### src/rtl/iorat_pkg.sv
package iorat_pkg;

  // ==========================================================
  // Widths and counts.
  localparam int ADDR_W = 16;
  localparam int DATA_W = 32;
  localparam int BUS_W = 3;
  localparam int DIV_W = 4;
  localparam int CNT_W = 8;
  localparam int NUM_DOM = 3;

  // ==========================================================
  // Bus select codes taken from the top address bits.
  localparam logic [BUS_W-1:0] BUS_PERI1 = 3'h0;
  localparam logic [BUS_W-1:0] BUS_PERI2 = 3'h1;
  localparam logic [BUS_W-1:0] BUS_PERI5 = 3'h4;
  localparam logic [BUS_W-1:0] BUS_PERI6 = 3'h5;
  localparam logic [BUS_W-1:0] BUS_EXT_CTL = 3'h6;
  localparam logic [BUS_W-1:0] BUS_EXT_ERR = 3'h7;

  // Target clock domains.
  localparam logic [1:0] DOM_PERI = 2'h0;
  localparam logic [1:0] DOM_FLASH = 2'h1;
  localparam logic [1:0] DOM_EXT = 2'h2;

  // Cycles spent on internal main bus 1.
  localparam logic [CNT_W-1:0] MAIN_BUS_CYCLES = 8'h01;
  localparam logic [CNT_W-1:0] CNT_ONE = 8'h01;
  localparam logic [CNT_W-1:0] CNT_ZERO = 8'h00;

  typedef enum logic [2:0] {
    ST_IDLE = 3'h0,
    ST_ARB = 3'h1,
    ST_MAIN = 3'h3,
    ST_SYNC = 3'h2,
    ST_PERI = 3'h6,
    ST_DONE = 3'h4
  } iorat_state_t;

  // Buses 2 to 6 and the external control registers cross clocks.
  function automatic logic iorat_needs_sync(input logic [BUS_W-1:0] bus);
    iorat_needs_sync = (bus != BUS_PERI1) && (bus != BUS_EXT_ERR);
  endfunction

  // Target domain of each bus.
  function automatic logic [1:0] iorat_dom(input logic [BUS_W-1:0] bus);
    if (bus == BUS_EXT_CTL) begin
      iorat_dom = DOM_EXT;
    end else if (bus == BUS_PERI6) begin
      iorat_dom = DOM_FLASH;
    end else begin
      iorat_dom = DOM_PERI;
    end
  endfunction

endpackage

### src/rtl/iorat_tick_if.sv
`timescale 1ns/1ps
interface iorat_tick_if;
  import iorat_pkg::*;
  // Core cycles per target clock cycle, one entry per domain.
  logic [DIV_W-1:0] ratio [NUM_DOM];
  // One-cycle mark of each target clock edge.
  logic [NUM_DOM-1:0] tick;
  modport gen (input ratio, output tick);
  modport use_side (output ratio, input tick);
endinterface

### src/rtl/iorat_tick_gen.sv
`timescale 1ns/1ps
module iorat_tick_gen
  import iorat_pkg::*;
(
  input wire logic ref_clk,
  input wire logic rst_n,
  iorat_tick_if.gen tif
);

  // ==========================================================
  // Divided clock phase per domain.
  genvar g;
  generate
    for (g = 0; g < NUM_DOM; g++) begin : g_dom
      logic [DIV_W-1:0] phase_ff;
      logic [DIV_W-1:0] lim;
      // A ratio of zero or one gives a tick on every core cycle.
      assign lim = (tif.ratio[g] == '0) ? '0 : tif.ratio[g] - 4'h1;
      assign tif.tick[g] = (phase_ff == '0);

      // Phase counter wraps at the ratio, also after a ratio cut.
      always_ff @(posedge ref_clk) begin
        if (!rst_n) begin
          phase_ff <= '0;
        end else if (phase_ff >= lim) begin
          phase_ff <= '0;
        end else begin
          phase_ff <= phase_ff + 4'h1;
        end
      end
    end
  endgenerate

endmodule

### src/rtl/iorat_bridge.sv
`timescale 1ns/1ps
// How it works
// - Total equals main plus sync plus peripheral.
// - Peripheral cycles vary per addressed register.
// - Sync only for buses 2-6, ext control.
// - Sync count follows ratio and access timing.
// - Main plus sync within one target cycle.
// - Slow core: next access next core cycle.
// - External control: within one external cycle.
// - Stated counts exclude other-master conflicts.
module iorat_bridge
  import iorat_pkg::*;
(
  input wire logic ref_clk,
  input wire logic rst_n,
  input wire logic cpu_req,
  input wire logic cpu_we,
  input wire logic [iorat_pkg::ADDR_W-1:0] cpu_addr,
  input wire logic [iorat_pkg::DATA_W-1:0] cpu_wdata,
  output logic cpu_busy_ff,
  output logic cpu_done_ff,
  output logic [iorat_pkg::DATA_W-1:0] cpu_rdata_ff,
  input wire logic other_master_req,
  input wire logic ext_fetch_req,
  input wire logic [iorat_pkg::DIV_W-1:0] peri_ratio,
  input wire logic [iorat_pkg::DIV_W-1:0] flash_if_ratio,
  input wire logic [iorat_pkg::DIV_W-1:0] ext_ratio,
  output logic peri_req_ff,
  output logic peri_we_ff,
  output logic [iorat_pkg::BUS_W-1:0] peri_bus_ff,
  output logic [iorat_pkg::ADDR_W-1:0] peri_addr_ff,
  output logic [iorat_pkg::DATA_W-1:0] peri_wdata_ff,
  input wire logic peri_ack,
  input wire logic [iorat_pkg::DATA_W-1:0] peri_rdata,
  output logic [iorat_pkg::CNT_W-1:0] acc_cycles_ff,
  output logic [iorat_pkg::CNT_W-1:0] sync_cycles_ff,
  output logic [iorat_pkg::CNT_W-1:0] peri_cycles_ff,
  output logic [iorat_pkg::CNT_W-1:0] stall_cycles_ff
);
  import iorat_pkg::*;

  // ==========================================================
  // Declarations.
  iorat_tick_if tif();
  iorat_state_t state_ff;
  iorat_state_t nxt_state;
  logic need_sync_ff;
  logic [1:0] dom_ff;
  logic [CNT_W-1:0] sync_cnt_ff;
  logic [CNT_W-1:0] peri_cnt_ff;
  logic [CNT_W-1:0] stall_cnt_ff;
  logic conflict;
  logic target_tick;
  logic [DIV_W-1:0] cur_ratio;

  assign tif.ratio[0] = peri_ratio;
  assign tif.ratio[1] = flash_if_ratio;
  assign tif.ratio[2] = ext_ratio;

  iorat_tick_gen u_tick (
    .ref_clk(ref_clk),
    .rst_n(rst_n),
    .tif(tif)
  );

  assign conflict = other_master_req | ext_fetch_req;
  assign target_tick = tif.tick[dom_ff];
  assign cur_ratio = tif.ratio[dom_ff];

  // ==========================================================
  // Access sequencer.
  always_comb begin
    nxt_state = state_ff;
    case (state_ff)
      ST_IDLE: begin
        if (cpu_req) begin
          nxt_state = ST_ARB;
        end
      end
      ST_ARB: begin
        if (!conflict) begin
          nxt_state = ST_MAIN;
        end
      end
      ST_MAIN: begin
        nxt_state = need_sync_ff ? ST_SYNC : ST_PERI;
      end
      ST_SYNC: begin
        if (target_tick) begin
          nxt_state = ST_PERI;
        end
      end
      ST_PERI: begin
        if (peri_ack) begin
          nxt_state = ST_DONE;
        end
      end
      ST_DONE: nxt_state = ST_IDLE;
      default: nxt_state = ST_IDLE;
    endcase
  end

  always_ff @(posedge ref_clk) begin
    if (!rst_n) begin
      state_ff <= ST_IDLE;
    end else begin
      state_ff <= nxt_state;
    end
  end

  // Latch the request and its target when it is taken.
  always_ff @(posedge ref_clk) begin
    if (!rst_n) begin
      peri_we_ff <= 1'b0;
      peri_bus_ff <= BUS_PERI1;
      peri_addr_ff <= '0;
      peri_wdata_ff <= '0;
      need_sync_ff <= 1'b0;
      dom_ff <= DOM_PERI;
    end else if (state_ff == ST_IDLE && cpu_req) begin
      peri_we_ff <= cpu_we;
      peri_bus_ff <= cpu_addr[ADDR_W-1 -: BUS_W];
      peri_addr_ff <= cpu_addr;
      peri_wdata_ff <= cpu_wdata;
      need_sync_ff <= iorat_needs_sync(cpu_addr[ADDR_W-1 -: BUS_W]);
      dom_ff <= iorat_dom(cpu_addr[ADDR_W-1 -: BUS_W]);
    end
  end

  // Peripheral strobe stands for the whole peripheral phase.
  always_ff @(posedge ref_clk) begin
    if (!rst_n) begin
      peri_req_ff <= 1'b0;
    end else begin
      peri_req_ff <= (nxt_state == ST_PERI);
    end
  end

  always_ff @(posedge ref_clk) begin
    if (!rst_n) begin
      sync_cnt_ff <= CNT_ZERO;
      peri_cnt_ff <= CNT_ZERO;
      stall_cnt_ff <= CNT_ZERO;
    end else if (state_ff == ST_IDLE) begin
      sync_cnt_ff <= CNT_ZERO;
      peri_cnt_ff <= CNT_ZERO;
      stall_cnt_ff <= CNT_ZERO;
    end else begin
      if (state_ff == ST_ARB && conflict) begin
        stall_cnt_ff <= stall_cnt_ff + CNT_ONE;
      end
      if (state_ff == ST_SYNC && !target_tick) begin
        sync_cnt_ff <= sync_cnt_ff + CNT_ONE;
      end
      if (state_ff == ST_PERI) begin
        peri_cnt_ff <= peri_cnt_ff + CNT_ONE;
      end
    end
  end

  always_ff @(posedge ref_clk) begin
    if (!rst_n) begin
      acc_cycles_ff <= CNT_ZERO;
      sync_cycles_ff <= CNT_ZERO;
      peri_cycles_ff <= CNT_ZERO;
      stall_cycles_ff <= CNT_ZERO;
    end else if (state_ff == ST_DONE) begin
      acc_cycles_ff <= MAIN_BUS_CYCLES + sync_cnt_ff + peri_cnt_ff;
      sync_cycles_ff <= sync_cnt_ff;
      peri_cycles_ff <= peri_cnt_ff;
      stall_cycles_ff <= stall_cnt_ff;
    end
  end

  always_ff @(posedge ref_clk) begin
    if (!rst_n) begin
      cpu_done_ff <= 1'b0;
      cpu_busy_ff <= 1'b0;
      cpu_rdata_ff <= '0;
    end else begin
      cpu_done_ff <= (state_ff == ST_PERI) && peri_ack;
      cpu_busy_ff <= (nxt_state != ST_IDLE);
      if (state_ff == ST_PERI && peri_ack && !peri_we_ff) begin
        cpu_rdata_ff <= peri_rdata;
      end
    end
  end

  // ==========================================================
  // Checks.
  AST_SYNC_BOUND: assert property (@(posedge ref_clk) disable iff (!rst_n)
    (state_ff == ST_SYNC) |-> (sync_cnt_ff < CNT_W'(cur_ratio) + CNT_ONE))
    else $error("Sync wait longer than one target cycle.");

  AST_EXT_BOUND: assert property (@(posedge ref_clk) disable iff (!rst_n)
    (state_ff == ST_DONE && dom_ff == DOM_EXT && need_sync_ff) |->
      (MAIN_BUS_CYCLES + sync_cnt_ff <= CNT_W'(ext_ratio) + CNT_ONE))
    else $error("External control access exceeds one cycle.");

  AST_NO_SYNC: assert property (@(posedge ref_clk) disable iff (!rst_n)
    (state_ff == ST_MAIN && !need_sync_ff) |=> (state_ff == ST_PERI))
    else $error("Sync inserted where none belongs.");

  AST_TICK_EXIT: assert property (@(posedge ref_clk) disable iff (!rst_n)
    (state_ff == ST_SYNC && target_tick) |=> (state_ff == ST_PERI))
    else $error("Sync did not end on target edge.");

  AST_STALL: assert property (@(posedge ref_clk) disable iff (!rst_n)
    (state_ff == ST_ARB && conflict) |=> (state_ff == ST_ARB))
    else $error("Access went ahead during a conflict.");

  AST_SUM: assert property (@(posedge ref_clk) disable iff (!rst_n)
    (state_ff == ST_DONE) |=> (acc_cycles_ff == MAIN_BUS_CYCLES
      + $past(sync_cnt_ff) + $past(peri_cnt_ff)))
    else $error("Access count is not the sum of its parts.");

  AST_PERI_WAIT: assert property (@(posedge ref_clk) disable iff (!rst_n)
    (state_ff == ST_PERI && !peri_ack) |=> (state_ff == ST_PERI)
      && peri_req_ff)
    else $error("Peripheral phase left before acknowledge.");

  AST_DONE_NEXT: assert property (@(posedge ref_clk) disable iff (!rst_n)
    (state_ff == ST_PERI && peri_ack) |=> cpu_done_ff ##1
      (state_ff == ST_IDLE))
    else $error("Completion not followed by a free bus.");

  AST_DONE_ONLY: assert property (@(posedge ref_clk) disable iff (!rst_n)
    cpu_done_ff |-> $past(peri_ack) && $past(state_ff == ST_PERI))
    else $error("Done reported without peripheral completion.");

  AST_STALL_APART: assert property (@(posedge ref_clk) disable iff (!rst_n)
    (state_ff == ST_ARB && conflict) |=> $stable(sync_cnt_ff)
      && $stable(peri_cnt_ff))
    else $error("Stall cycles leaked into stated count.");

endmodule

### config.mk
export PLATFORM = sky130hd
export DESIGN_NAME = iorat_bridge
export DESIGN_NICKNAME = d
export VERILOG_FILES = /design/src/rtl/iorat_pkg.sv /design/src/rtl/iorat_tick_if.sv /design/src/rtl/iorat_tick_gen.sv /design/src/rtl/iorat_bridge.sv
export SDC_FILE = /design/constraint.sdc
export NUM_CORES = 1
export LEC_CHECK = 0
export BUFFER_PORTS_ARGS = -buffer_cell sky130_fd_sc_hd__buf_2
export CORE_MARGIN = 2
export CORE_UTILIZATION = 50
export DETAILED_ROUTE_END_ITERATION = 6
export PLACE_DENSITY = 0.79
export SLEW_MARGIN = 25
export SYNTH_ARGS = -nofsm -noshare
export SYNTH_HDL_FRONTEND = slang
export SYNTH_SLANG_ARGS = --single-unit
### constraint.sdc
create_clock -name ref_clk -period 2.6 [get_ports ref_clk]
set_input_delay 0.39 -clock ref_clk [delete_from_list [all_inputs] [get_ports ref_clk]]
set_output_delay 0.39 -clock ref_clk [all_outputs]
set_load 0.01 [all_outputs]
### Word level (Yosys, flattened, before mapping)

Cells that the tools add are included.

* memory bits (read-only): 0
* memories kept: 0
* input port bits: 99
* logic and storage cells: 80
* output and inout port bits: 119
* register bits after elaboration: 161
* latch bits: 0
* RAM bits: 0

* magnitude comparators: 4
* div/mod/pow operators: 0
* bitwise operators: 2
* equal/unequal tests: 9
* reductions and logical operators: 21
* multiplexer cells: 13
* $mul: 0
* $add $sub $neg: 10
* shift-type cells: 0

Operators with widths (count)
* $logic_not 4->1: 6
* $add 8x1->8 const B: 2
* $eq 3x3->1 const B: 5
* $mux 3: 5
* $pmux 3 s5: 1
* $add 4x1->4 const B: 3
* $ge 4x4->1: 3
* $mux 4: 3
* $sub 4x1->4 const B: 3
* $add 1x8->8 const A: 1
* $add 8x8->8: 1
* $reduce_or 2->1: 4
* $eq 3x2->1 const B: 2
* $logic_and 1x1->1: 6
* $reduce_bool 3->1: 2
* $eq 3x1->1 const B: 1
* $logic_not 3->1: 1
* $lt 2x3->1 const B: 1
* $ne 3x3->1 const B: 1
* $bmux 1 s2: 1
* $logic_not 1->1: 2
* $mux 1: 2
* $mux 2: 1
* $not 1->1: 1
* $or 1x1->1: 1

### Logic depth before layout (Yosys ltp)

* depth in word-level cells: 6
* depth in mapped cells: 9
* gate-level depth less buffers: 9

### By module

Synthesis repeated with hierarchy kept, for this count alone.

* cells, all modules: 804
* area total of the unflattened synthesis: 6864.1 um2

Modules (own cells, without submodules)
* iorat_bridge: sequential area each 2922.8 um2, cells each 701, area each 5982.0 um2, times used 1
* iorat_tick_gen: sequential area each 240.2 um2, cells each 103, area each 882.1 um2, times used 1

### Worst setup path before layout

OpenSTA, ideal clock, no wires.

* path kind: flip-flop to flip-flop
* from: register sync_cnt_ff[0]
* to: register acc_cycles_ff[6] (netlist bit)
* period minus slack after synthesis: 2069 ps
* path slack: 531 ps
* arrival time: 1942 ps
* data required time: 2473 ps
* stages on the path, launching flop included: 7
* path through: dfxtp_1 ha_1 fa_1 a21o_1 a211oi_1 nor3_1 or3b_1

* cells in the longest elaborated chain, start to end: 2

Ends and longest elaborated chain
* start, declared: line iorat_bridge.sv:49 `logic [CNT_W-1:0] sync_cnt_ff;`
* start signal, assigned: line iorat_bridge.sv:153 `sync_cnt_ff <= sync_cnt_ff + CNT_ONE;`
* $add 1x8->8: line iorat_bridge.sv:168 `acc_cycles_ff <= MAIN_BUS_CYCLES + sync_cnt_ff + peri_cnt_ff;`
* $add 8x8->8: line iorat_bridge.sv:168
* end signal, assigned: line iorat_bridge.sv:168
* end, declared: line iorat_bridge.sv:35 `output logic [iorat_pkg::CNT_W-1:0] acc_cycles_ff,`

Every way passes these cells.
A chain may end at the register's enable or synchronous reset.

### Worst setup path after layout

* from: register sync_cnt_ff[0]
* to: register acc_cycles_ff[7] (netlist bit)

Same word-level chain as after synthesis.

==> results.md <==
* Max Slew Vio Count at 0
* Family with the most delay on the worst path: compound AO/OA/AOI/OAI gates
* CTS tree: yes
* Initial DRC count at 385
* Worst r2r src: sync_cnt_ff[0]$_SDFFE_PP0P_
* Pwr per Cell Area at 676 mW/mm²
* Fillers at 1134
* WHS Path Cells at 3
* Setup ws final at 0.271 ns
* Slew margin rel. at 38.5%
* Vias in the first global route at 5654
* Final Wtd Congestion at 0.937
* Detailed-route wire length per cell at 13.7 µm
* TritonCTS Buffers at 17
* Cell variety after synth at 56
* CP max FO at 6
* Top post-synthesis cells by area: dfxtp_1, nand2_1, a21oi_1
* Cells along the critical path: ha_1, nand3_1, xnor2_1, ha_1, o211ai_1, o211a_1, a211o_1, a311oi_1
* Pin count of the biggest net entering global routing at 58
* Fraction of registers with async set/reset at 0%
* Post CTS Setup Buffer Count at 0
* Crit-path slowest cell: dfxtp_1
* Die Y at 120 µm
* Fin Setup TNS at 0 ns
* Synth Register Bits at 158
* Core footprint at 0.0132 mm²
* F_max at 429 MHz
* Post-CTS Resized at 0
* Worst Path Arrival at 2.66 ns
* Clock latency on the worst-skew pair at 0.42 ns
* DR DRC count at 0
* Synth Cell Area at 0.00675 mm²
* Hold_ws at 0.198 ns
* Number of max-cap violations at 0
* Pleak at 3.72 nW
* Placed instance area at 0.00794 mm²
* FF-to-FF End: acc_cycles_ff[7]$_SDFFE_PN0N_
* Final Setup Violations at 0
* Area Overhead vs Synth at 26.8%
* Final worst path period need at 2.33 ns
* Initial antenna violation count at 0
* Vias/cell at 5.14
* Yosys top cell area share at 46.9%
* Maximum VDD drop at 0.462 mV
* CP peak stage delay at 0.43 ns
* GRT Util Overall at 22.5%
* Top cell type by total area after synthesis: dfxtp_1
* Fin nets at 1146
* Slew @ Worst Pin at 0.917 ns
* Most used cell, CP: ha_1
* Power Total at 5.79 mW
* Routed Antenna Nets at 0
* Worst path buffer plus inverter count at 0
* Design Area, Final at 0.00856 mm²
* Ant diodes at 0
* Initial Utilization at 51.2%
* Worst hold path type: primary input to flop
* Utilization after layout at 64.9%
* Most common flop cell mapped by yosys: dfxtp_1
* # IOs at 218
* Critical setup path kind: flop to flop
* Root Buffer: clkbuf_16
* Crit. End Element: flop
* Global-route wire length before repair at 26500 µm
* DR pass1 iterations at 4
* Critical path depth at 8
* Syn_nets at 951
* Row count at 42
* Status: finished, final reports clean
* Most frequent cells after synthesis: nand2_1, dfxtp_1, a21oi_1, clkbuf_1, nor2_1
* Dpl ws at 0.347 ns
* Register cell area after layout at 0.00316 mm²
* Worst Reg2Reg Path Length in Cells at 8
* Crit path launch type: flop
* CTS H-Tree Depth at 4
* Placed cell count at 1175
* Crit path from: sync_cnt_ff[0]$_SDFFE_PP0P_
* Die width at 120 µm
* Clk sinks at 158
* EDFF count, synth at 0
* Reg2Reg Setup Slack at 0.27 ns
* Clk buf depth at 2
* Detailed placement HPWL at 11600 µm
* Clk_skew at 0.00975 ns
* Synthesized area per cell at 8.20 µm²
* Routed WL at 16500 µm
* Final Instance Count excl. Fillers at 1207
* Multi-input logic area at 0.00333 mm²
* GR Overflow Total at 0
* Number of vias in the routed layout at 6203
* Most common cell in the netlist: nand2_1
* Hold Violations, Final at 0
* Setup crit end: acc_cycles_ff[7]$_SDFFE_PN0N_
* Period utilization at 89.6%
* Data required, critical path at 2.93 ns
* Sequential fraction of the synthesis area at 46.9%
* Area of the die at 0.0144 mm²
* Number of hold buffers added after CTS at 0
* Share of cells above drive strength 1 at 27.2%
* Syn Inst Count at 823
* Clock slew seen by the registers of the worst setup and hold paths at 0.07 ns
* I/O Buffers at 217
* Warnings, synthesis at 0
* RSZ-0062 raised after global routing: false
==> registers in the layout, summed over array words and instances, names as in the netlist, 12 cells and up <==
| signal | cells |
|---|---|
| cpu_rdata_ff | 32 |
| peri_addr_ff | 13 |
| peri_wdata_ff | 32 |
| u_tick.g_dom.phase_ff | 12 |
==> per-layer routing <==
| metal | vias up | share of wire, % | GRT usage (%) |
|---|---|---|---|
| li1 | 3193 | - | - |
| met2 | 185 | 48 | 37.1 |
| met4 | 0 | 1.2 | 6.69 |
| met5 | - | 0 | 0 |
| met3 | 19 | 6.6 | 6.51 |
| met1 | 2806 | 44 | 28.6 |
==> placed cells by master (no fill, tap or decap), drive strengths merged, types with 10 or more instances in the layout <==
cell type  instances
nor3              10
dfxtp            158
inv               16
a211oi            17
nand2            235
nor2              30
a21oi            130
o21ai             18
nand2b            10
nand3             18
buf              228
clkbuf            18
ha                28
xnor2             18
==> power by group <==
part           internal [mW]  switching (mW)
clock network           1.56            1.03
logic                  0.266           0.362
registers               2.51          0.0701
total                   4.33            1.46
==> how the worst min path moves through the flow <==
stage	endpoint	slack, ns	start
finish	peri_wdata_ff[11]$_SDFFE_PN0P_	0.20	cpu_wdata[11]
global route	peri_wdata_ff[3]$_SDFFE_PN0P_	0.19	cpu_wdata[3]
CTS	peri_wdata_ff[15]$_SDFFE_PN0P_	0.18	cpu_wdata[15]
detailed placement	peri_wdata_ff[3]$_SDFFE_PN0P_	0.44	peri_wdata_ff[3]$_SDFFE_PN0P_
global placement	peri_wdata_ff[18]$_SDFFE_PN0P_	0.44	peri_wdata_ff[18]$_SDFFE_PN0P_
floorplan	need_sync_ff$_SDFFE_PN0P_	0.43	need_sync_ff$_SDFFE_PN0P_
==> cell families (layout without fill, tap and decap cells) <==
| kind of cell | count (synthesis) | after routing | synth area share, % |
|---|---|---|---|
| AOI/OAI and AO/OA | 195 | 195 | 16.8 |
| and+or+nand+nor | 346 | 346 | 22.7 |
| xor gates and xnor gates | 27 | 27 | 3.50 |
| buffers and inverters | 64 | 272 | 4.06 |
| DFF | 158 | 158 | 46.9 |
| muxes | 4 | 4 | 0.612 |
| adders and majority gates | 29 | 29 | 5.49 |
==> layout make-up <==
cell class | instances | share of cell area, %
Timing Repair Buffer | 228 | 13.8
Clock buffer | 18 | 5.13
Sequential cell | 158 | 37.0
Multi-Input combinational cell | 601 | 38.9
Clock inverter | 14 | 2.12
Inverter | 12 | 0.541
Tap cell | 176 | 2.57
==> tightest hold or removal path: cells and delay by family <==
family	cells	cell delay (ns)
compound gates	1	0.05
buf+inv	1	0.09
simple gates	1	0.04
Note: power is estimated with default switching activity, not from simulation.
